$ cat src/hdl/edbhf_pkg.sv
`default_nettype none
package edbhf_pkg;
    // register byte offsets on the apb slave
    localparam logic [7:0] TX_DESC_START_ADDR_OFS = 8'h00;
    localparam logic [7:0] RX_DESC_START_ADDR_OFS = 8'h04;
    localparam logic [7:0] HASH_FILTER_LOW_OFS = 8'h08;
    localparam logic [7:0] HASH_FILTER_HIGH_OFS = 8'h0C;
    localparam logic [7:0] CONTROLLER_CONTROL_OFS = 8'h10;
    localparam logic [7:0] RECEIVE_FILTER_CONFIG_OFS = 8'h14;
    localparam logic [7:0] STATUS_OFS = 8'h18;
    // field positions
    localparam int TRANSMIT_REQUEST_BIT = 9;
    localparam int RECEIVE_ENABLE_BIT = 8;
    localparam int HASH_FILTER_ENABLE_BIT = 15;
    localparam int DESC_BASE_LSB = 2;
    // reset values
    localparam logic [31:0] DESC_START_RESET = 32'h0000_0000;
    localparam logic [31:0] HASH_RESET = 32'h0000_0000;
    localparam logic [1:0] DESC_LOW_MASK = 2'h0;
endpackage : edbhf_pkg
`default_nettype wire

$ cat src/hdl/edbhf_top.sv
// How it works
// tx base bits 31:2 RW, 1:0 read zero
// rx base bits 31:2 RW, 1:0 read zero
// software writes bases 4-byte aligned
// software avoids base writes while busy
// completed packet writes last descriptor to base
// tx base feeds tx, rx base rx
// 64-bit hash table in two words
// software edits hash only when filtering idle
// all bits clear at power-on reset
// transmit request starts tx, hardware clears
// receive enable gates packet reception
// 6-bit index picks hash bit, accept if one
`timescale 1ns/1ps
`default_nettype none
module edbhf_top
(
    // apb slave
    input wire logic pclk,
    input wire logic presetn,
    input wire logic psel,
    input wire logic penable,
    input wire logic pwrite,
    input wire logic [7:0] paddr,
    input wire logic [31:0] pwdata,
    output logic [31:0] prdata,
    output logic pready,
    output logic pslverr,
    // transmit path
    input wire logic tx_done,
    input wire logic tx_pkt_ok,
    input wire logic [31:0] tx_last_desc,
    output logic transmit_request,
    output logic [31:0] tx_desc_base,
    // receive path
    input wire logic rx_pkt_ok,
    input wire logic [31:0] rx_last_desc,
    output logic receive_enable,
    output logic [31:0] rx_desc_base,
    // receive hash filter
    input wire logic rx_addr_valid,
    input wire logic [47:0] rx_dest_addr,
    output logic hash_filter_enable,
    output logic hash_accept_valid,
    output logic hash_accept
);
    logic [29:0] tx_base_r, tx_base_nxt;
    logic [29:0] rx_base_r, rx_base_nxt;
    logic txreq_r, txreq_nxt;
    logic receive_enable_r, receive_enable_nxt;
    logic hash_filter_enable_r, hash_filter_enable_nxt;
    logic [31:0] prdata_r, prdata_nxt;
    logic pslverr_r, pslverr_nxt;
    logic pready_r, pready_nxt;
    logic lk_pend_r, lk_pend_nxt;
    logic lk_valid_r, lk_valid_nxt;
    logic [5:0] lk_index;
    logic lk_bit;
    logic [63:0] table_bits;
    logic wr_en, rd_en, wr_lo, wr_hi;
    logic hash_accept_r, hash_accept_nxt;

    // fold the 48-bit destination into a 6-bit index
    function automatic logic [5:0] hash_index(input logic [47:0] a);
        logic [5:0] h;
        h = 6'h00;
        for (int i = 0; i < 8; i++)
            h = h ^ a[i*6 +: 6];
        return h;
    endfunction : hash_index

    ////////////////////////////////////////////////////////////////////////
    // apb decode: one wait state, answer after the first access edge
    assign wr_en = psel && penable && pwrite && !pready_r;
    assign rd_en = psel && penable && !pwrite && !pready_r;
    assign wr_lo = wr_en && (paddr == edbhf_pkg::HASH_FILTER_LOW_OFS);
    assign wr_hi = wr_en && (paddr == edbhf_pkg::HASH_FILTER_HIGH_OFS);
    assign lk_index = hash_index(rx_dest_addr);

    edbhf_hash_mem u_hash
    (
        .pclk(pclk),
        .presetn(presetn),
        .wr_lo(wr_lo),
        .wr_hi(wr_hi),
        .wr_data(pwdata),
        .rd_index(lk_index),
        .rd_bit(lk_bit),
        .table_bits(table_bits)
    );

    ////////////////////////////////////////////////////////////////////////
    // register file next state
    always_comb
    begin
        tx_base_nxt = tx_base_r;
        rx_base_nxt = rx_base_r;
        txreq_nxt = txreq_r;
        receive_enable_nxt = receive_enable_r;
        hash_filter_enable_nxt = hash_filter_enable_r;
        prdata_nxt = prdata_r;
        pslverr_nxt = 1'b0;
        // pready pulses one cycle into access, then drops
        pready_nxt = psel && penable && !pready_r;
        // hardware write-back of last used descriptor
        if (tx_pkt_ok)
            tx_base_nxt = tx_last_desc[31:edbhf_pkg::DESC_BASE_LSB];
        if (rx_pkt_ok)
            rx_base_nxt = rx_last_desc[31:edbhf_pkg::DESC_BASE_LSB];
        if (tx_done)
            txreq_nxt = 1'b0;
        // software write wins over hardware update on the same base
        if (wr_en)
        begin
            case (paddr)
                edbhf_pkg::TX_DESC_START_ADDR_OFS:
                    tx_base_nxt = pwdata[31:edbhf_pkg::DESC_BASE_LSB];
                edbhf_pkg::RX_DESC_START_ADDR_OFS:
                    rx_base_nxt = pwdata[31:edbhf_pkg::DESC_BASE_LSB];
                edbhf_pkg::HASH_FILTER_LOW_OFS,
                edbhf_pkg::HASH_FILTER_HIGH_OFS,
                edbhf_pkg::STATUS_OFS:
                    pslverr_nxt = 1'b0;
                edbhf_pkg::CONTROLLER_CONTROL_OFS:
                begin
                    // a set request still arriving with done keeps the bit
                    txreq_nxt = pwdata[edbhf_pkg::TRANSMIT_REQUEST_BIT];
                    receive_enable_nxt = pwdata[edbhf_pkg::RECEIVE_ENABLE_BIT];
                end
                edbhf_pkg::RECEIVE_FILTER_CONFIG_OFS:
                    hash_filter_enable_nxt = pwdata[edbhf_pkg::HASH_FILTER_ENABLE_BIT];
                default:
                    pslverr_nxt = 1'b1;
            endcase
        end
        if (rd_en)
        begin
            prdata_nxt = 32'h0000_0000;
            case (paddr)
                edbhf_pkg::TX_DESC_START_ADDR_OFS:
                    prdata_nxt = {tx_base_r, edbhf_pkg::DESC_LOW_MASK};
                edbhf_pkg::RX_DESC_START_ADDR_OFS:
                    prdata_nxt = {rx_base_r, edbhf_pkg::DESC_LOW_MASK};
                edbhf_pkg::HASH_FILTER_LOW_OFS:
                    prdata_nxt = table_bits[31:0];
                edbhf_pkg::HASH_FILTER_HIGH_OFS:
                    prdata_nxt = table_bits[63:32];
                edbhf_pkg::CONTROLLER_CONTROL_OFS:
                begin
                    prdata_nxt[edbhf_pkg::TRANSMIT_REQUEST_BIT] = txreq_r;
                    prdata_nxt[edbhf_pkg::RECEIVE_ENABLE_BIT] = receive_enable_r;
                end
                edbhf_pkg::RECEIVE_FILTER_CONFIG_OFS:
                    prdata_nxt[edbhf_pkg::HASH_FILTER_ENABLE_BIT] = hash_filter_enable_r;
                edbhf_pkg::STATUS_OFS:
                    prdata_nxt = {30'h0, lk_valid_r, hash_accept_r};
                default:
                    pslverr_nxt = 1'b1;
            endcase
        end
    end

    ////////////////////////////////////////////////////////////////////////
    // hash lookup: one cycle in the table, one to present the verdict
    always_comb
    begin
        // frames arriving with receive disabled are never looked up
        lk_pend_nxt = rx_addr_valid && receive_enable_r;
        lk_valid_nxt = lk_pend_r;
        hash_accept_nxt = hash_accept_r;
        if (lk_pend_r)
            hash_accept_nxt = hash_filter_enable_r && lk_bit;
    end

    // all state clears at power-on
    always_ff @(posedge pclk or negedge presetn)
    begin
        if (!presetn)
        begin
            tx_base_r <= edbhf_pkg::DESC_START_RESET[31:2];
            rx_base_r <= edbhf_pkg::DESC_START_RESET[31:2];
            txreq_r <= 1'b0;
            receive_enable_r <= 1'b0;
            hash_filter_enable_r <= 1'b0;
            prdata_r <= 32'h0000_0000;
            pslverr_r <= 1'b0;
            pready_r <= 1'b0;
            lk_pend_r <= 1'b0;
            lk_valid_r <= 1'b0;
            hash_accept_r <= 1'b0;
        end
        else
        begin
            tx_base_r <= tx_base_nxt;
            rx_base_r <= rx_base_nxt;
            txreq_r <= txreq_nxt;
            receive_enable_r <= receive_enable_nxt;
            hash_filter_enable_r <= hash_filter_enable_nxt;
            prdata_r <= prdata_nxt;
            pslverr_r <= pslverr_nxt;
            pready_r <= pready_nxt;
            lk_pend_r <= lk_pend_nxt;
            lk_valid_r <= lk_valid_nxt;
            hash_accept_r <= hash_accept_nxt;
        end
    end

    ////////////////////////////////////////////////////////////////////////
    // outputs straight from flops
    assign prdata = prdata_r;
    assign pready = pready_r;
    assign pslverr = pslverr_r;
    assign transmit_request = txreq_r;
    assign receive_enable = receive_enable_r;
    assign hash_filter_enable = hash_filter_enable_r;
    assign tx_desc_base = {tx_base_r, edbhf_pkg::DESC_LOW_MASK};
    assign rx_desc_base = {rx_base_r, edbhf_pkg::DESC_LOW_MASK};
    assign hash_accept_valid = lk_valid_r;
    assign hash_accept = hash_accept_r;
endmodule : edbhf_top
`default_nettype wire

$ cat src/hdl/edbhf_hash_mem.sv
`timescale 1ns/1ps
`default_nettype none
// 64-entry one-bit hash table, registered lookup output
module edbhf_hash_mem
(
    // clock and reset
    input wire logic pclk,
    input wire logic presetn,
    // write side, one 32-bit half at a time
    input wire logic wr_lo,
    input wire logic wr_hi,
    input wire logic [31:0] wr_data,
    // lookup side
    input wire logic [5:0] rd_index,
    output logic rd_bit,
    // full contents for readback
    output logic [63:0] table_bits
);
    logic [63:0] bits_r;
    logic [63:0] bits_nxt;
    logic rd_bit_r;
    logic rd_bit_nxt;

    ////////////////////////////////////////////////////////////////////////
    // next table contents and registered lookup
    always_comb
    begin
        bits_nxt = bits_r;
        if (wr_lo)
            bits_nxt[31:0] = wr_data;
        if (wr_hi)
            bits_nxt[63:32] = wr_data;
        rd_bit_nxt = bits_r[rd_index];
    end

    // all bits clear at power-on
    always_ff @(posedge pclk or negedge presetn)
    begin
        if (!presetn)
        begin
            bits_r <= 64'h0000_0000_0000_0000;
            rd_bit_r <= 1'b0;
        end
        else
        begin
            bits_r <= bits_nxt;
            rd_bit_r <= rd_bit_nxt;
        end
    end

    assign rd_bit = rd_bit_r;
    assign table_bits = bits_r;
endmodule : edbhf_hash_mem
`default_nettype wire

$ cat config.mk
export PLATFORM = sky130hd
export DESIGN_NAME = edbhf_top
export DESIGN_NICKNAME = d
export VERILOG_FILES = /design/src/hdl/edbhf_pkg.sv /design/src/hdl/edbhf_top.sv /design/src/hdl/edbhf_hash_mem.sv
export SDC_FILE = /design/constraint.sdc
export NUM_CORES = 1
export LEC_CHECK = 0
export ABC_AREA = 1
export BUFFER_PORTS_ARGS = -buffer_cell sky130_fd_sc_hd__buf_2
export CAP_MARGIN = 25
export CORE_MARGIN = 3
export CORE_UTILIZATION = 59
export CTS_BUF_LIST = sky130_fd_sc_hd__clkbuf_8
export CTS_CLUSTER_SIZE = 8
export DETAILED_ROUTE_END_ITERATION = 6
export PLACE_DENSITY = 0.9
export SETUP_SLACK_MARGIN = 0.2
export SLEW_MARGIN = 25
export SYNTH_ARGS = -nofsm -noshare
export SYNTH_HDL_FRONTEND = slang
export SYNTH_HIERARCHICAL = 1
export SYNTH_SLANG_ARGS = --single-unit
$ cat constraint.sdc
create_clock -name pclk -period 2.9 [get_ports pclk]
set_input_delay 0 -clock pclk [delete_from_list [all_inputs] [get_ports pclk]]
set_output_delay 0 -clock pclk [all_outputs]
set_load 0.05 [all_outputs]
# ---- Word-level counts from Yosys, hierarchy flattened
# Cells that the tools add are included.
dict set report word_totals {
  wordCells 64
  ff_bits 165
  input_bits 161
  out_inout_bits 103
}
dict set report op_classes {
  mux 20
  n_bitwise 7
  reduce_logical 16
  eq_ne 6
  n_lt_le_gt_ge 1
}
# op n
set op_table {}
lappend op_table {{$mux 30} 6}
lappend op_table {{$pmux 16 s4} 1}
lappend op_table {{$xor 6x6->6} 7}
lappend op_table {{$pmux 8 s5} 1}
lappend op_table {{$eq 8x5->1 const B} 3}
lappend op_table {{$pmux 5 s4} 1}
lappend op_table {{$eq 8x4->1 const B} 2}
lappend op_table {{$logic_and 1x1->1} 10}
lappend op_table {{$pmux 2 s5} 1}
lappend op_table {{$eq 8x3->1 const B} 1}
lappend op_table {{$logic_not 8->1} 1}
lappend op_table {{$mux 1} 8}
lappend op_table {{$lt 6x7->1 const B} 1}
lappend op_table {{$reduce_or 7->1} 1}
lappend op_table {{$bmux 1 s6} 1}
lappend op_table {{$pmux 1 s5} 1}
lappend op_table {{$reduce_and 2->1} 2}
lappend op_table {{$logic_not 1->1} 2}

# ---- Logic depth before layout (Yosys ltp)
dict set report logic_depth {
  word_depth 9
  ltp_mapped 20
  depth_no_buf 18
}

# ---- Cells and area by module
# The synthesis kept the hierarchy.
# module n_inst seq_area_each_um2 cells_each area_per_inst_um2
set modules_own_cells {}
lappend modules_own_cells {edbhf_top 1 2502.4 805 6269.8}
lappend modules_own_cells {edbhf_hash_mem 1 1626.6 289 3083.0}

# ---- Least setup slack after synthesis
# Ideal clock, no wire load.
dict set report synth_timing {
  path_type {register to register}
  startpoint {register pready_r (netlist: pready)}
  endpoint {register u_hash.bits_r[1] (netlist: u_hash/table_bits[1])}
  path_stages_with_launch 9
  slack_ps 898
  arrival_ps 1877
  t_required_ps 2775
  setup_ps 125
  path_cell_list {dfrtp_1 -> nor2_2 -> inv_2 -> nor2_8 -> inv_1 -> nor3_1 -> clkbuf_1 -> buf_2 -> mux2_2}
}
dict set report synth_via {
  elab_chain_len 3
}
# item line
set synth_rtl {}
lappend synth_rtl {{from (decl)} edbhf_top.sv:54} ;# logic pready_r, pready_nxt;
lappend synth_rtl {{from (signal assigned)} edbhf_top.sv:201} ;# pready_r <= pready_nxt;
lappend synth_rtl {{$logic_not 1->1} edbhf_top.sv:74} ;# assign wr_en = psel && penable && pwrite && !pready_r;
lappend synth_rtl {{$logic_and 1x1->1} edbhf_top.sv:74}
lappend synth_rtl {{$logic_and 1x1->1} edbhf_top.sv:76} ;# assign wr_lo = wr_en && (paddr == edbhf_pkg::HASH_FILTER_LOW_OFS);
lappend synth_rtl {{via wr_lo} edbhf_top.sv:60} ;# logic wr_en, rd_en, wr_lo, wr_hi;
lappend synth_rtl {{to (signal assigned)} edbhf_hash_mem.sv:46} ;# bits_r <= bits_nxt;
lappend synth_rtl {{to (decl)} edbhf_hash_mem.sv:19} ;# logic [63:0] bits_r;
# The timed path passes the listed nets, and every way through them passes these cells.
# A chain may end at the register's enable or synchronous reset.

# ---- Worst setup path after layout
dict set report layout_timing {
  startpoint {input port penable}
  endpoint {register rx_base_r[6]}
}
dict set report layout_via {
  elab_chain_len 4
}
# item line
set layout_rtl {}
lappend layout_rtl {{from (decl)} edbhf_top.sv:22} ;# input wire logic penable,
lappend layout_rtl {{$logic_and 1x1->1 (3 in series)} edbhf_top.sv:74}
lappend layout_rtl {{$mux 30} edbhf_top.sv:113} ;# if (wr_en)
lappend layout_rtl {{via rx_base_nxt[6]} edbhf_top.sv:48} ;# logic [29:0] rx_base_r, rx_base_nxt;
lappend layout_rtl {{to (signal assigned)} edbhf_top.sv:181} ;# rx_base_r <= edbhf_pkg::DESC_START_RESET[31:2];
lappend layout_rtl {{to (signal assigned)} edbhf_top.sv:195} ;# rx_base_r <= rx_base_nxt;
lappend layout_rtl {{to (decl)} edbhf_top.sv:48}
# The timed path passes the listed nets, and every way through them passes these cells.

==> metrics.txt <==
largest net degree at the start of global routing=84; CP endpoint=rx_base_r[6]$_DFF_PN0_; CP cell instances=dlygate4sd3_1, buf_2, nand2_1, dlygate4sd3_1, nor2_2, inv_2, nor2_8, nand3_4, nor2_1, a21oi_1, dlygate4sd3_1; Die Y=approximately 130 um; leakage=~6.5 nW; vias in the first global route=~9.6k; Fill cells=around 1000; Hold Crit Class=in -> reg; post-route ant nets=0; WP buf/inv=5; Area Growth Syn to Fin=27.93%; crit path DAT=about 3.1 ns; CTS tree=yes; fin crit period=about 2.7 ns; actual slew at the worst max-slew pin=between 1 and 1.5 ns; number of library cell types mapped by synthesis=36; reg2reg start=pready$_DFF_PN0_; most used cell, CP=dlygate4sd3_1; TNS Setup=0 ns; EDFF count, synth=0; clock sinks=about 170; Routed WL=between 20000 and 30000 um; buffers added on ports=255; die area=between 15000 and 20000 um^2; vias after detailed routing=between 9k and 10k; DR iter-0 viols=633; Slew Viols, Final=0; post-synthesis sequential area ratio=44.15%; first-pass GRT wire length=approximately 48000 um; most used routing layer=met2; Remaining DRCs=0; routing usage on met2=about three fifths; clk root buf=clkbuf_8; Starting Density=60.85%; syn_area_per_cell=around 8.5 um^2; # Post-CTS Setup Buffers=0; Slew HR=between 20% and 30%; core area=15370 um^2; commonest non-fill, non-tap cell in the layout=nand2_1; Max Clk Rate=approximately 0.36 GHz; max_cap viols=0; Setup crit start=penable; most frequent cells in the layout=nand2_1 (316), buf_2 (253), dfrtp_1 (165), nand3_1 (150), dlygate4sd3_1 (105); synthesized area=just over 9000 um^2; Setup crit start kind=input pin; TritonCTS Buffers=17; met1 Resource Use GR=between 30% and 40%; clk slew on worst S/H paths=~0.09 ns; clk_skew=0.01108 ns; slowest stage delay, CP=~0.60 ns; Die Width=about 130 um; CP delay by family, top=buffers and inverters; CP max stage cell=dlygate4sd3_1; Synth Warn #=6; WL/cell=roughly 18 um; CP Depth=11; unrepaired setup endpoints after global routing=yes; GP Congestion=0.8256; Placed Instance Area=10530 um^2; initial antenna violation count=1; I/O Pins=about 260; Reg2Reg Depth=7; crit path kind=in -> reg; GRT Util Overall=34.00%; R2R Path End=rx_base_r[6]$_DFF_PN0_; Vias/cell=5.613; pwr/cell area=about 470 nW/um^2; final hold violation count=0; post-route cell area=about 12000 um^2; HPWL Detailed=approximately 18000 um; row count=45; Gate Count Post-Synth=1094; ratio of cells with drive above 1 in the final layout=between 20% and 30%; DRT Pass-1 Iters=5; Max clock buf depth=2; setup violators final=0; top_reg_cell synth=dfrtp_1; required time worst endpoint=3.26 ns; Max FO, Critical Path=60; post-cts sizing count=0; period utilisation layout=~95%; synthesized flop and latch total=between 150 and 200; nets=about 1.6k; Worst VDD drop=approximately 0.00028 V; R2R setup slack=~0.48 ns; GRT overflow=0; ys async rst share=100.0%; met3 track demand over resource=7.863%; H-tree Lvls=4; status=complete, no violations; Clock Latency Late Sink=0.47 ns; Crit. End Element=flop
-- cells by family (layout without fill, tap and decap cells) --
family / count (synthesis) / count (layout) / share of synthesized area, %
other: 1 / 5 / 0.04010
and+or+nand+nor: 580 / 580 / 27.44
DFF: 165 / 165 / 44.15
AOI/OAI and AO/OA: 97 / 97 / 5.311
muxes: 124 / 124 / 14.13
buffers and inverters: 109 / 444 / 7.251
xor gates and xnor gates: 18 / 18 / 1.686
-- what timing repair did --
action | in CTS | in global routing
hold buffers | 105 | 0
endpoints found under the setup margin | 0 | 7
hold endpoints to repair | 211 | 0
-- worst min-delay path: stages --
cell and delay, ns:
buf_2 0.11, nand3_1 0.11, nor3_1 0.17, nor4_1 0.07
-- Yosys cell counts, drive strengths merged (3+ instances only) --
master / n / area share, %
clkbuf: 10 / 0.74
xor2: 6 / 0.56
o21ai: 31 / 1.7
a21oi: 66 / 3.7
xnor2: 12 / 1.1
nor3: 3 / 0.16
nand3b: 13 / 1.0
mux2: 64 / 7.7
mux2i: 60 / 6.4
nand3: 153 / 8.4
nor2: 82 / 4.1
or2: 6 / 0.40
dfrtp: 165 / 44
buf: 57 / 4.7
inv: 42 / 1.8
nand2: 322 / 13
-- per-stage QoR --
| stage | utilization [%] | instances | power (mW) | hold slack, ns | setup slack [ns] |
|---|---|---|---|---|---|
| after floorplan | - | 1097 | 3.421 | -0.2956 | 0.8980 |
| after global placement | 68.33 | 1507 | 3.779 | 0.1053 | 0.7667 |
| after detailed placement | 68.51 | 1508 | 3.814 | 0.1018 | 0.6741 |
| after CTS | 77.81 | 1643 | 5.548 | 0.0001352 | 0.2525 |
| after global routing | 77.84 | 1644 | 5.804 | 0.06818 | 0.04803 |
| final | 77.84 | 1644 | 5.593 | 0.04619 | 0.1584 |
-- state kept, by name (all words and copies together), names as in the netlist, 30 cells and up --
register,cells
u_hash/table_bits,64
prdata,32
rx_base_r,30
tx_base_r,30
-- per-layer routing --
metal | vias up | routed length, um
li1 | 4265 | -
met2 | 537 | 15020
met4 | 0 | 1198
met3 | 116 | 2408
met5 | - | 0
met1 | 4310 | 10930
-- power by group --
part / internal, mW / switching [mW]
sequential: 2.41 / 0.0941
clock: 0.826 / 0.838
combinational: 0.475 / 0.947
-- final cells by class --
type,count,area [um^2],area share (%)
clock buffer,17,234.0,1.955
inverter,42,165.2,1.380
sequential,165,4129,34.51
tap,211,264.0,2.206
antenna,1,2.502,0.02091
timing repair buffer,372,2459,20.55
clock inverter,13,145.1,1.213
multi-input combinational,823,4567,38.17
-- worst min-delay path by stage --
| stage | start | end | cells past startpoint |
|---|---|---|---|
| 2_1_floorplan | presetn | hash_accept$_DFFE_PN0P_ | 0 |
| 3_3_place_gp | presetn | pslverr$_DFF_PN0_ | 1 |
| 3_5_place_dp | presetn | pslverr$_DFF_PN0_ | 1 |
| 4_1_cts | paddr[4] | pslverr$_DFF_PN0_ | 4 |
| 5_1_grt | paddr[0] | pslverr$_DFF_PN0_ | 5 |
| 6_report | paddr[4] | pslverr$_DFF_PN0_ | 4 |
No activity file was read; power rests on OpenSTA's default activity.
